### src/hw/chan_seq_regs.svh
// constants of the power channel sequencer and servo
// Overview of operation
// ignore turn-on sources until input above on threshold
// input below off threshold turns all channels off
// per-channel turn-on source is selectable
// wait on delay before asserting converter enable
// after rise time, soft-connect and servo output
// at max rise time check undervoltage, maybe fault
// overvoltage checked always, except margin-ignore or reset
// on state chooses margin high, low or nominal
// config bit 7 gives continuous closed-loop trim
// non-continuous trim stops once target reached
// fast servo steps one lsb per period
// bit 6 re-servos on warning limit excursion
// soft-connect matches dac to feedback first
// disconnected mode keeps trim output high impedance
// manual soft-connect matches, then follows register
// manual hard connect uses register immediately
// margin targets stored, triggered by operation only
// margin requests ignored while dac disconnected
// off sequence drops enable after off delay
// off threshold is factor times vout command
// output above off threshold holds channel off
// shared millisecond time base for all timers
`ifndef CHAN_SEQ_REGS_SVH
`define CHAN_SEQ_REGS_SVH
`define CLK_PERIOD_PS 5000
`define TICK_PERIOD_PS 1000000000
`define TICK_CYCLES (`TICK_PERIOD_PS / `CLK_PERIOD_PS)
`define FAST_STEP_NS 60
`define FAST_STEP_CYCLES ((`FAST_STEP_NS * 1000 + `CLK_PERIOD_PS - 1) / `CLK_PERIOD_PS)
`define CFG_CONT_BIT 7
`define CFG_WARN_BIT 6
`define CFG_FAST_OFF_BIT 5
`define CFG_DACMODE_LSB 0
`define CFG_TRACK_BIT 2
`define NEAR_WINDOW 16'h0040
`define DAC_RESET 10'h200
`endif

### src/hw/chan_seq_pkg.sv
// types of the power channel sequencer and servo
package chan_seq_pkg;
  typedef enum logic [5:0] {
    ST_OFF = 6'h01,
    ST_TON = 6'h02,
    ST_RISE = 6'h04,
    ST_MAXW = 6'h08,
    ST_ON = 6'h10,
    ST_TOFF = 6'h20
  } chan_state_t;
  typedef enum logic [1:0] {
    SRC_VIN = 2'h0,
    SRC_OP = 2'h1,
    SRC_PIN = 2'h2,
    SRC_BOTH = 2'h3
  } on_src_t;
  typedef enum logic [1:0] {
    DAC_SOFT = 2'h0,
    DAC_OFF = 2'h1,
    DAC_MAN_SOFT = 2'h2,
    DAC_MAN_HARD = 2'h3
  } dac_mode_t;
  typedef enum logic [1:0] {
    TGT_NOM = 2'h0,
    TGT_LOW = 2'h1,
    TGT_HIGH = 2'h2
  } target_t;
endpackage : chan_seq_pkg

### src/hw/ms_tick.sv
// millisecond time base shared by all channel timers
`timescale 1ns/10ps
`include "chan_seq_regs.svh"
module ms_tick
  import chan_seq_pkg::*;
#(
  parameter int CYCLES = `TICK_CYCLES
) (
  input wire logic clk, // clock
  input wire logic rst, // async reset
  input wire logic ce, // clock enable
  input wire logic sync, // restarts the period
  output logic tick // one-cycle pulse per period
);
  typedef struct packed {
    logic [31:0] cnt;
    logic tick;
  } tick_st_t;
  tick_st_t s_reg, s_next;
  always_comb
  begin
    s_next = s_reg;
    s_next.tick = 1'b0;
    if (sync || s_reg.cnt == 32'(CYCLES - 1))
    begin
      s_next.cnt = 32'h0;
      s_next.tick = !sync;
    end
    else
      s_next.cnt = s_reg.cnt + 32'h1;
  end
  always_ff @(posedge clk or posedge rst)
    if (rst)
      s_reg <= '0;
    else if (ce)
      s_reg <= s_next;
  assign tick = s_reg.tick;
endmodule : ms_tick

### src/hw/power_channel_sequencer_servo.sv
// per-channel sequencing, trim servo and margining for four converters
`timescale 1ns/10ps
`include "chan_seq_regs.svh"
module power_channel_sequencer_servo
  import chan_seq_pkg::*;
#(
  parameter int NCH = 4,
  parameter int TICK_CYC = `TICK_CYCLES,
  parameter int STEP_CYC = `FAST_STEP_CYCLES
) (
  input wire logic clk, // 200 mhz clock
  input wire logic rst, // async reset, active high
  input wire logic ce, // clock enable
  input wire logic vin_above_on, // input voltage above on threshold
  input wire logic vin_below_off, // input voltage below off threshold
  input wire logic control_on, // control pin in its on level
  input wire logic op_on, // operation command on bit
  input wire logic op_wr, // operation write strobe
  input wire logic [1:0] op_margin, // operation margin target code
  input wire logic [NCH*8-1:0] channel_servo_config, // per-channel config
  input wire logic [NCH*2-1:0] on_source, // per-channel turn-on source
  input wire logic [NCH*16-1:0] ton_delay, // on delay, ms
  input wire logic [NCH*16-1:0] ton_rise, // rise time, ms
  input wire logic [NCH*16-1:0] ton_max, // max rise fault time, ms
  input wire logic [NCH*16-1:0] toff_delay, // off delay, ms
  input wire logic [NCH*16-1:0] vout_command, // nominal target
  input wire logic [NCH*16-1:0] margin_high, // margin high target
  input wire logic [NCH*16-1:0] margin_low, // margin low target
  input wire logic [NCH*16-1:0] ov_fault_limit, // overvoltage limit
  input wire logic [NCH*16-1:0] uv_fault_limit, // undervoltage limit
  input wire logic [NCH*16-1:0] ov_warn_limit, // overvoltage warning
  input wire logic [NCH*16-1:0] uv_warn_limit, // undervoltage warning
  input wire logic [NCH*8-1:0] off_threshold_factor, // factor, 1/256 units
  input wire logic [NCH-1:0] ov_ignore_margin, // ignore ov when margined
  input wire logic [NCH-1:0] uv_fault_off, // ton max fault disables
  input wire logic [NCH*16-1:0] vout_read, // latest adc output reading
  input wire logic [NCH-1:0] vout_valid, // reading strobe
  input wire logic [NCH*10-1:0] feedback_code, // feedback node as dac code
  input wire logic [NCH*10-1:0] manual_dac, // manual dac register
  input wire logic [1:0] shared_fault_line_in, // shared fault lines level
  output logic [1:0] shared_fault_line_out, // drive level, always low
  output logic [1:0] shared_fault_line_oe_n, // low while pulling line low
  output logic [NCH-1:0] vout_en, // converter enables
  output logic [NCH*10-1:0] trim_dac_out, // trim dac codes
  output logic [NCH-1:0] trim_dac_oe_n, // low while dac connected
  output logic [NCH-1:0] ov_fault, // overvoltage fault, level
  output logic [NCH-1:0] ton_max_fault, // undervoltage at ton max, sticky
  output logic [NCH-1:0] off_thresh_status, // held off above threshold
  output logic alert_n // alert line, low active
);
  logic tick;
  logic seq_start;
  logic vin_seen_reg;
  // common time base
  ms_tick #(.CYCLES(TICK_CYC)) u_tick (
    .clk(clk),
    .rst(rst),
    .ce(ce),
    .sync(seq_start),
    .tick(tick)
  );
  typedef struct packed {
    chan_state_t st;
    logic [15:0] tmr;
    logic en;
    logic [9:0] dac;
    logic conn;
    logic servo;
    logic fast;
    logic [15:0] step;
    target_t tgt;
    logic ovf;
    logic uvf;
    logic held;
    logic [9:0] man;
  } ch_t;
  typedef struct packed {
    ch_t [NCH-1:0] ch;
    logic on_req;
    logic [1:0] flt_oe_n;
    logic alert_n;
  } st_t;
  st_t s_reg, s_next;
  // gate turn-on until input voltage qualified
  always_ff @(posedge clk or posedge rst)
    if (rst)
      vin_seen_reg <= 1'b0;
    else if (ce)
      vin_seen_reg <= vin_below_off ? 1'b0 : (vin_seen_reg | vin_above_on);
  logic [NCH-1:0] want_on;
  always_comb
  begin
    for (int i = 0; i < NCH; i++)
    begin
      // turn-on source selection
      unique case (on_src_t'(on_source[i*2 +: 2]))
        SRC_VIN: want_on[i] = vin_seen_reg;
        SRC_OP: want_on[i] = vin_seen_reg & op_on;
        SRC_PIN: want_on[i] = vin_seen_reg & control_on;
        SRC_BOTH: want_on[i] = vin_seen_reg & op_on & control_on;
      endcase
    end
  end
  assign seq_start = (|want_on) != s_reg.on_req;
  always_comb
  begin
    logic [15:0] rd;
    logic [15:0] tg;
    logic [23:0] thr;
    logic [7:0] cf;
    dac_mode_t dm;
    rd = '0;
    tg = '0;
    thr = '0;
    cf = '0;
    dm = DAC_SOFT;
    s_next = s_reg;
    s_next.on_req = |want_on;
    s_next.flt_oe_n = 2'h3;
    for (int i = 0; i < NCH; i++)
    begin
      rd = vout_read[i*16 +: 16];
      cf = channel_servo_config[i*8 +: 8];
      dm = dac_mode_t'(cf[`CFG_DACMODE_LSB +: 2]);
      if (tick && s_reg.ch[i].tmr != 16'h0)
        s_next.ch[i].tmr = s_reg.ch[i].tmr - 16'h1;
      // off threshold product
      thr = 24'(off_threshold_factor[i*8 +: 8] * vout_command[i*16 +: 16]);
      // continuous overvoltage check
      s_next.ch[i].ovf = rd > ov_fault_limit[i*16 +: 16] &&
        !(ov_ignore_margin[i] && s_reg.ch[i].tgt != TGT_NOM);
      unique case (s_reg.ch[i].st)
        ST_OFF:
        begin
          s_next.ch[i].en = 1'b0;
          s_next.ch[i].conn = 1'b0;
          s_next.ch[i].servo = 1'b0;
          s_next.ch[i].tgt = TGT_NOM;
          if (want_on[i] && !s_reg.ch[i].uvf)
          begin
            // hold off while output above threshold
            if (rd > thr[23:8])
              s_next.ch[i].held = 1'b1;
            else
            begin
              s_next.ch[i].held = 1'b0;
              s_next.ch[i].st = ST_TON;
              s_next.ch[i].tmr = ton_delay[i*16 +: 16];
            end
          end
          else
            s_next.ch[i].held = 1'b0;
        end
        ST_TON:
          // on delay before enable
          if (s_reg.ch[i].tmr == 16'h0)
          begin
            s_next.ch[i].en = 1'b1;
            s_next.ch[i].st = ST_RISE;
            s_next.ch[i].tmr = ton_rise[i*16 +: 16];
          end
        ST_RISE:
          // connect only once rise time expired
          if (s_reg.ch[i].tmr == 16'h0)
          begin
            s_next.ch[i].st = ST_MAXW;
            s_next.ch[i].tmr = (ton_max[i*16 +: 16] > ton_rise[i*16 +: 16]) ?
              16'(ton_max[i*16 +: 16] - ton_rise[i*16 +: 16]) : 16'h0;
            // disconnected mode leaves dac floating
            if (dm != DAC_OFF)
            begin
              s_next.ch[i].conn = 1'b1;
              // soft-connect matches feedback first
              // hard connect uses manual code
              s_next.ch[i].dac = (dm == DAC_MAN_HARD) ? manual_dac[i*10 +: 10]
                : feedback_code[i*10 +: 10];
              s_next.ch[i].servo = (dm == DAC_SOFT);
              // fast servo on new soft-connect
              s_next.ch[i].fast = (dm == DAC_SOFT) && !cf[`CFG_FAST_OFF_BIT];
            end
          end
        ST_MAXW:
          // undervoltage check at max rise time
          if (s_reg.ch[i].tmr == 16'h0)
          begin
            s_next.ch[i].st = ST_ON;
            if (rd < uv_fault_limit[i*16 +: 16] && uv_fault_off[i])
            begin
              s_next.ch[i].uvf = 1'b1;
              s_next.ch[i].st = ST_OFF;
              s_next.ch[i].en = 1'b0;
            end
          end
        ST_ON:
        begin
          // margin from operation writes
          if (op_wr && s_reg.ch[i].conn && dm == DAC_SOFT &&
              target_t'(op_margin) != s_reg.ch[i].tgt)
          begin
            s_next.ch[i].tgt = target_t'(op_margin);
            s_next.ch[i].servo = 1'b1;
            s_next.ch[i].fast = !cf[`CFG_FAST_OFF_BIT];
          end
          // re-servo on warning excursion
          if (!cf[`CFG_CONT_BIT] && cf[`CFG_WARN_BIT] && vout_valid[i] &&
              (rd > ov_warn_limit[i*16 +: 16] || rd < uv_warn_limit[i*16 +: 16]))
            s_next.ch[i].servo = s_reg.ch[i].conn && dm == DAC_SOFT;
        end
        ST_TOFF:
          // enable drops after off delay
          if (s_reg.ch[i].tmr == 16'h0)
            s_next.ch[i].st = ST_OFF;
        default:
          s_next.ch[i].st = ST_OFF;
      endcase
      // manual code follows writes
      if (s_reg.ch[i].st inside {ST_MAXW, ST_ON} && (dm == DAC_MAN_HARD ||
          (dm == DAC_MAN_SOFT && manual_dac[i*10 +: 10] != s_reg.ch[i].man)))
        s_next.ch[i].dac = manual_dac[i*10 +: 10];
      s_next.ch[i].man = manual_dac[i*10 +: 10];
      unique case (s_reg.ch[i].tgt)
        TGT_HIGH: tg = margin_high[i*16 +: 16];
        TGT_LOW: tg = margin_low[i*16 +: 16];
        default: tg = vout_command[i*16 +: 16];
      endcase
      if (s_reg.ch[i].step != 16'h0)
        s_next.ch[i].step = s_reg.ch[i].step - 16'h1;
      if (s_reg.ch[i].servo && s_reg.ch[i].conn && dm == DAC_SOFT)
      begin
        if (s_reg.ch[i].fast)
        begin
          // one lsb per step period until near
          if ((rd > tg ? rd - tg : tg - rd) < `NEAR_WINDOW)
            s_next.ch[i].fast = 1'b0;
          else if (s_reg.ch[i].step == 16'h0)
          begin
            s_next.ch[i].step = 16'(STEP_CYC - 1);
            s_next.ch[i].dac = (rd > tg) ? s_reg.ch[i].dac - 10'h1
              : s_reg.ch[i].dac + 10'h1;
          end
        end
        else if (vout_valid[i])
        begin
          // slow servo per reading
          if (rd > tg)
            s_next.ch[i].dac = s_reg.ch[i].dac - 10'h1;
          else if (rd < tg)
            s_next.ch[i].dac = s_reg.ch[i].dac + 10'h1;
          else if (!cf[`CFG_CONT_BIT])
            s_next.ch[i].servo = 1'b0;
        end
      end
      // off request starts timed or immediate off
      if (s_reg.ch[i].st != ST_OFF && s_reg.ch[i].st != ST_TOFF && !want_on[i])
      begin
        s_next.ch[i].st = ST_TOFF;
        s_next.ch[i].tmr = toff_delay[i*16 +: 16];
        if (vin_below_off && !cf[`CFG_TRACK_BIT])
          s_next.ch[i].st = ST_OFF;
      end
      if (s_next.ch[i].st == ST_OFF)
      begin
        s_next.ch[i].en = 1'b0;
        s_next.ch[i].conn = 1'b0;
      end
      if (!want_on[i] && s_reg.ch[i].uvf)
        s_next.ch[i].uvf = 1'b0;
      if (s_reg.ch[i].uvf)
        s_next.flt_oe_n = 2'h0;
    end
    s_next.alert_n = 1'b1;
    for (int i = 0; i < NCH; i++)
      if (s_next.ch[i].held || s_next.ch[i].uvf || s_next.ch[i].ovf)
        s_next.alert_n = 1'b0;
  end
  always_ff @(posedge clk or posedge rst)
    if (rst)
    begin
      s_reg <= '0;
      s_reg.flt_oe_n <= 2'h3;
      s_reg.alert_n <= 1'b1;
      for (int i = 0; i < NCH; i++)
      begin
        s_reg.ch[i].st <= ST_OFF;
        s_reg.ch[i].dac <= `DAC_RESET;
      end
    end
    else if (ce)
      s_reg <= s_next;
  always_comb
  begin
    for (int i = 0; i < NCH; i++)
    begin
      vout_en[i] = s_reg.ch[i].en;
      trim_dac_out[i*10 +: 10] = s_reg.ch[i].dac;
      trim_dac_oe_n[i] = !s_reg.ch[i].conn;
      ov_fault[i] = s_reg.ch[i].ovf;
      ton_max_fault[i] = s_reg.ch[i].uvf;
      off_thresh_status[i] = s_reg.ch[i].held;
    end
  end
  assign shared_fault_line_out = 2'h0;
  assign shared_fault_line_oe_n = s_reg.flt_oe_n;
  assign alert_n = s_reg.alert_n;
  // enable never before on delay stage ends
  enable_order_a: assert property (@(posedge clk) disable iff (rst)
    $rose(vout_en[0]) |-> $past(s_reg.ch[0].st) == ST_TON)
    else $error("enable without on delay");
  // connect follows rise stage
  connect_order_a: assert property (@(posedge clk) disable iff (rst)
    $rose(s_reg.ch[0].conn) |-> $past(s_reg.ch[0].st) == ST_RISE && vout_en[0])
    else $error("dac connected before rise");
  // disconnected mode
  dac_float_a: assert property (@(posedge clk) disable iff (rst)
    dac_mode_t'(channel_servo_config[25:24]) == DAC_OFF && $stable(channel_servo_config)
    |=> !$rose(s_reg.ch[3].conn))
    else $error("dac connected in disconnected mode");
  // held channel stays off
  held_off_a: assert property (@(posedge clk) disable iff (rst)
    off_thresh_status[0] |-> !vout_en[0] && !alert_n)
    else $error("held channel enabled");
  // no turn-on without vin
  vin_gate_a: assert property (@(posedge clk) disable iff (rst)
    !vin_seen_reg && s_reg.ch[0].st == ST_OFF |=> s_reg.ch[0].st == ST_OFF)
    else $error("turn-on without input voltage");
  // margin ignored while disconnected
  margin_drop_a: assert property (@(posedge clk) disable iff (rst || !ce)
    !s_reg.ch[3].conn |=> s_reg.ch[3].tgt == TGT_NOM)
    else $error("margin taken while disconnected");
  // fault line pulled after undervoltage
  fault_prop_a: assert property (@(posedge clk) disable iff (rst || !ce)
    |ton_max_fault |=> shared_fault_line_oe_n == 2'h0)
    else $error("fault not propagated");
  // off stage drops to off at zero
  off_delay_a: assert property (@(posedge clk) disable iff (rst || !ce)
    s_reg.ch[1].st == ST_TOFF && s_reg.ch[1].tmr == 16'h0 && !want_on[1]
    |=> !vout_en[1])
    else $error("enable held past off delay");
endmodule : power_channel_sequencer_servo

### config.mk
export PLATFORM = sky130hd
export DESIGN_NAME = power_channel_sequencer_servo
export DESIGN_NICKNAME = d
export VERILOG_FILES = /design/src/hw/chan_seq_pkg.sv /design/src/hw/ms_tick.sv /design/src/hw/power_channel_sequencer_servo.sv
export VERILOG_INCLUDE_DIRS = /design/src /design/src/hw
export SDC_FILE = /design/constraint.sdc
export NUM_CORES = 2
export LEC_CHECK = 0
export BUFFER_PORTS_ARGS = -buffer_cell sky130_fd_sc_hd__buf_2
export CAP_MARGIN = 20
export CORE_AREA = 2 2 388 390
export CTS_CLUSTER_SIZE = 16
export DETAILED_ROUTE_END_ITERATION = 10
export DIE_AREA = 0 0 390 392
export PLACE_DENSITY_LB_ADDON = 0.2
export SLEW_MARGIN = 20
export SYNTH_ARGS = -nofsm -noshare
export SYNTH_HDL_FRONTEND = slang
export SYNTH_SLANG_ARGS = --single-unit
export TNS_END_PERCENT = 30
### constraint.sdc
create_clock -name clk -period 9.2 [get_ports clk]
set_clock_uncertainty 0.2 [all_clocks]
set_input_delay 1.38 -clock clk [delete_from_list [all_inputs] [get_ports clk]]
set_output_delay 1.38 -clock clk [all_outputs]
set_load 0.1 [all_outputs]
==> results.py <==
metrics = {
    "run_status": {
        "status": "finished, final reports clean",
    },
    "clock_network": {
        "cts_sinks": 305,
        "root_buffer": "clkbuf_16",
        "insertion_delay_ps": 590,
        "cts_hold_buffers": 0,
        "clkTransAtPathRegs_ps": 60,
        "numCtsBuffers": 37,
        "cts_buffer_depth": 3,
        "cts_resized": 0,
        "cts_setup_buffers": 0,
        "cts_max_level": 2,
        "cts_tree": "done",
    },
    "layout": {
        "syn_to_final_growth_pct": 15.2,
        "finalNetCount": 9777,
        "layout_common_cells": "995 x buf_2, 933 x inv_1, 696 x ha_1, 509 x nand2_1, 469 x nor2_1",
        "final_util_pct": 42.4,
        "largest_reg_flops": 213,
        "final_area_um2": 63200,
        "fill_cells": 15300,
        "multi_input_area_um2": 42300,
        "regArea_um2": 7640,
        "drive_gt1_share_pct": 16.6,
        "layout_commonest_cell": "buf_2",
    },
    "power_and_ir_drop": {
        "p_leak_nw": 31.7,
        "p_comb_share_pct": 66.1,
        "p_int_mw": 6.00,
        "seqPwrFrac_pct": 18.7,
        "switchingPower_mw": 5.51,
        "irDropWorstVdd_mv": 0.126,
        "power.density_nw_per_um2": 182,
        "pwr-share-clk_pct": 15.2,
        "p_sw_share_pct": 47.9,
    },
    "timing": {
        "max_slew_margin_pct": 26.7,
        "finalHoldViolCount": 0,
        "max_freq_mhz": 116,
        "setup_violations": 0,
        "drv_slew": 0,
        "whs_ps": 261,
        "period_minus_slack_ps": 8640,
        "worstMarginPinSlew_ps": 1090,
        "rsz0062_at_grt": "no",
        "timing.final.crit_share_pct": 93.9,
        "setup_tns_ps": 0,
    },
    "yosys": {
        "synth_area_leaders": "ha_1 16%, dfrtp_1 13%, fa_1 12%",
        "synth-main-ff-cell": "dfrtp_1",
        "yosysUniqueCellTypes": 101,
        "async_flop_share_pct": 100,
        "synth_top_cell_by_area": "ha_1",
        "synth_area_um2": 54800,
        "yosys_warnings": 0,
        "synth-edff-count": 0,
        "syn_avg_cell_area_um2": 7.86,
        "ys_seq_area_share_pct": 13.9,
        "syn_inst": 6978,
        "yosys_register_bits": 305,
        "synth_top_area_share_pct": 15.9,
    },
    "critical_path": {
        "worstPathRequired_ps": 9440,
        "path_class": "input port to register",
        "slowest_delay_ps": 540,
        "cp_slowest_cell": "fa_1",
        "crit_arrival_ps": 8880,
        "cp-end-kind": "register",
        "cp_max_fo": 11,
        "start_kind": "input port",
    },
    "detailed_routing": {
        "wl_um": 204000,
        "drc": 0,
        "first_iter_violations": 3275,
        "drtAntennaViolNets": 0,
        "num_vias": 53800,
        "first_pass_iters": 6,
        "vias_per_cell": 5.50,
        "wl_per_cell_um": 20.9,
    },
    "floorplanning": {
        "die_w_um": 390,
        "die_y_um": 392,
        "ios": 1009,
        "core_um2": 149000,
        "dieArea_um2": 153000,
        "start_util_pct": 36.8,
        "rows": 142,
    },
    "global_routing": {
        "grt_pass1_vias": 54200,
        "grt_use_total_pct": 26.0,
        "overflow": 0,
        "grt_max_degree": 144,
        "antenna_found_initial": 31,
        "grt_pass1_wl_um": 312000,
    },
    "worst_hold_path": {
        "hold_path.class": "register to register",
    },
    "placed_design": {
        "port_buffers": 996,
        "hpwlAfterDp_um": 169000,
        "place_area_um2": 61700,
        "place_congestion": 0.952,
    },
    "job": {
        "drv_cap": 0,
    },
}
-- worst max-delay path: cells and delay by family --
kind | cells | cell delay [ps]
adders and majority gates | 6 | 2580
AOI/OAI and AO/OA | 12 | 2520
and+or+nand+nor | 9 | 1690
buffers and inverters | 5 | 590
xor gates and xnor gates | 1 | 100
-- power by group through the flow --
| stage | combinational (mW) | clock, mW | sequential (mW) |
|---|---|---|---|
| 2_1_floorplan | 5.69 | 0 | 2.00 |
| 3_3_place_gp | 7.42 | 0 | 2.15 |
| 3_5_place_dp | 7.55 | 0 | 2.16 |
| 4_1_cts | 7.61 | 1.79 | 2.14 |
| 5_1_grt | 8.63 | 1.84 | 2.21 |
| 6_report | 7.61 | 1.75 | 2.15 |
-- synthesized netlist by cell type, drive strengths merged (20+ instances only) --
cell type / number
a211o: 20
a211oi: 60
a21o: 178
a21oi: 432
a221o: 29
a221oi: 60
a22oi: 82
a31oi: 41
and2: 419
and3: 57
buf: 92
clkbuf: 224
dfrtp: 295
fa: 336
ha: 697
inv: 934
mux2: 64
mux2i: 49
nand2: 510
nand2b: 61
nand3: 129
nand3b: 29
nand4: 106
nor2: 475
nor2b: 58
nor3: 135
nor4: 74
o211ai: 49
o21a: 75
o21ai: 374
o21bai: 22
o221ai: 44
o22ai: 65
o2bb2ai: 24
o31ai: 36
or2: 26
or3: 54
xnor2: 156
xor2: 168
-- through the flow --
step                      setup slack (ps)  power (mW)  instances
final                                  560        11.5       9787
after detailed placement              -185        9.71       9701
after floorplan                        646        7.69       6979
after CTS                              408        11.5       9769
after global routing                   150        12.7       9781
after global placement                -340        9.56       9700
-- final cells by class --
class / count / area share (%)
multi-input combinational: 5422 / 67.0
sequential: 305 / 12.1
timing repair buffer: 1098 / 9.20
inverter: 936 / 5.57
tap: 1944 / 3.85
clock buffer: 48 / 1.66
clock inverter: 20 / 0.576
antenna: 14 / 0.0555
-- final timing paths --
path / from / end / slack (ps) / cells past startpoint
setup / recovery: off_threshold_factor[18] / s_reg[187]$_DFFE_PP0P_ / 560 / 33
hold / removal: s_reg[24]$_DFFE_PP0P_ / s_reg[24]$_DFFE_PP0P_ / 260 / 1
setup reg to reg: s_reg[151]$_DFFE_PP0P_ / trim_dac_out[23]$_DFFE_PP0P_ / 2280 / 18
hold reg to reg: s_reg[24]$_DFFE_PP0P_ / s_reg[24]$_DFFE_PP0P_ / 260 / 1
max in group asynchronous: rst / trim_dac_out[14]$_DFFE_PP0P_ / 6560 / 4
min in group asynchronous: rst / s_reg[190]$_DFFE_PP0P_ / 630 / 2
-- cells by family (layout without fill, tap and decap cells) --
logic type / Yosys count / count (layout) / share of synthesized area (%)
other cells: 1 / 16 / 0.00684
compound gates: 1741 / 1741 / 20.8
flops: 305 / 305 / 13.9
simple gates: 2208 / 2208 / 20.6
xor+xnor: 324 / 324 / 5.17
fa+ha+maj: 1033 / 1033 / 28.2
buf+inv: 1252 / 2102 / 9.04
mux: 114 / 114 / 2.25
-- metal layers --
layer | vias to the layer above | wire length (um) | track usage (%)
li1 | 25800 | - | -
met3 | 364 | 11300 | 3.67
met5 | - | 106 | 0
met2 | 1620 | 97000 | 44.7
met4 | 18 | 8610 | 9.72
met1 | 26000 | 87500 | 32.9
(Power assumes the default switching activity.)
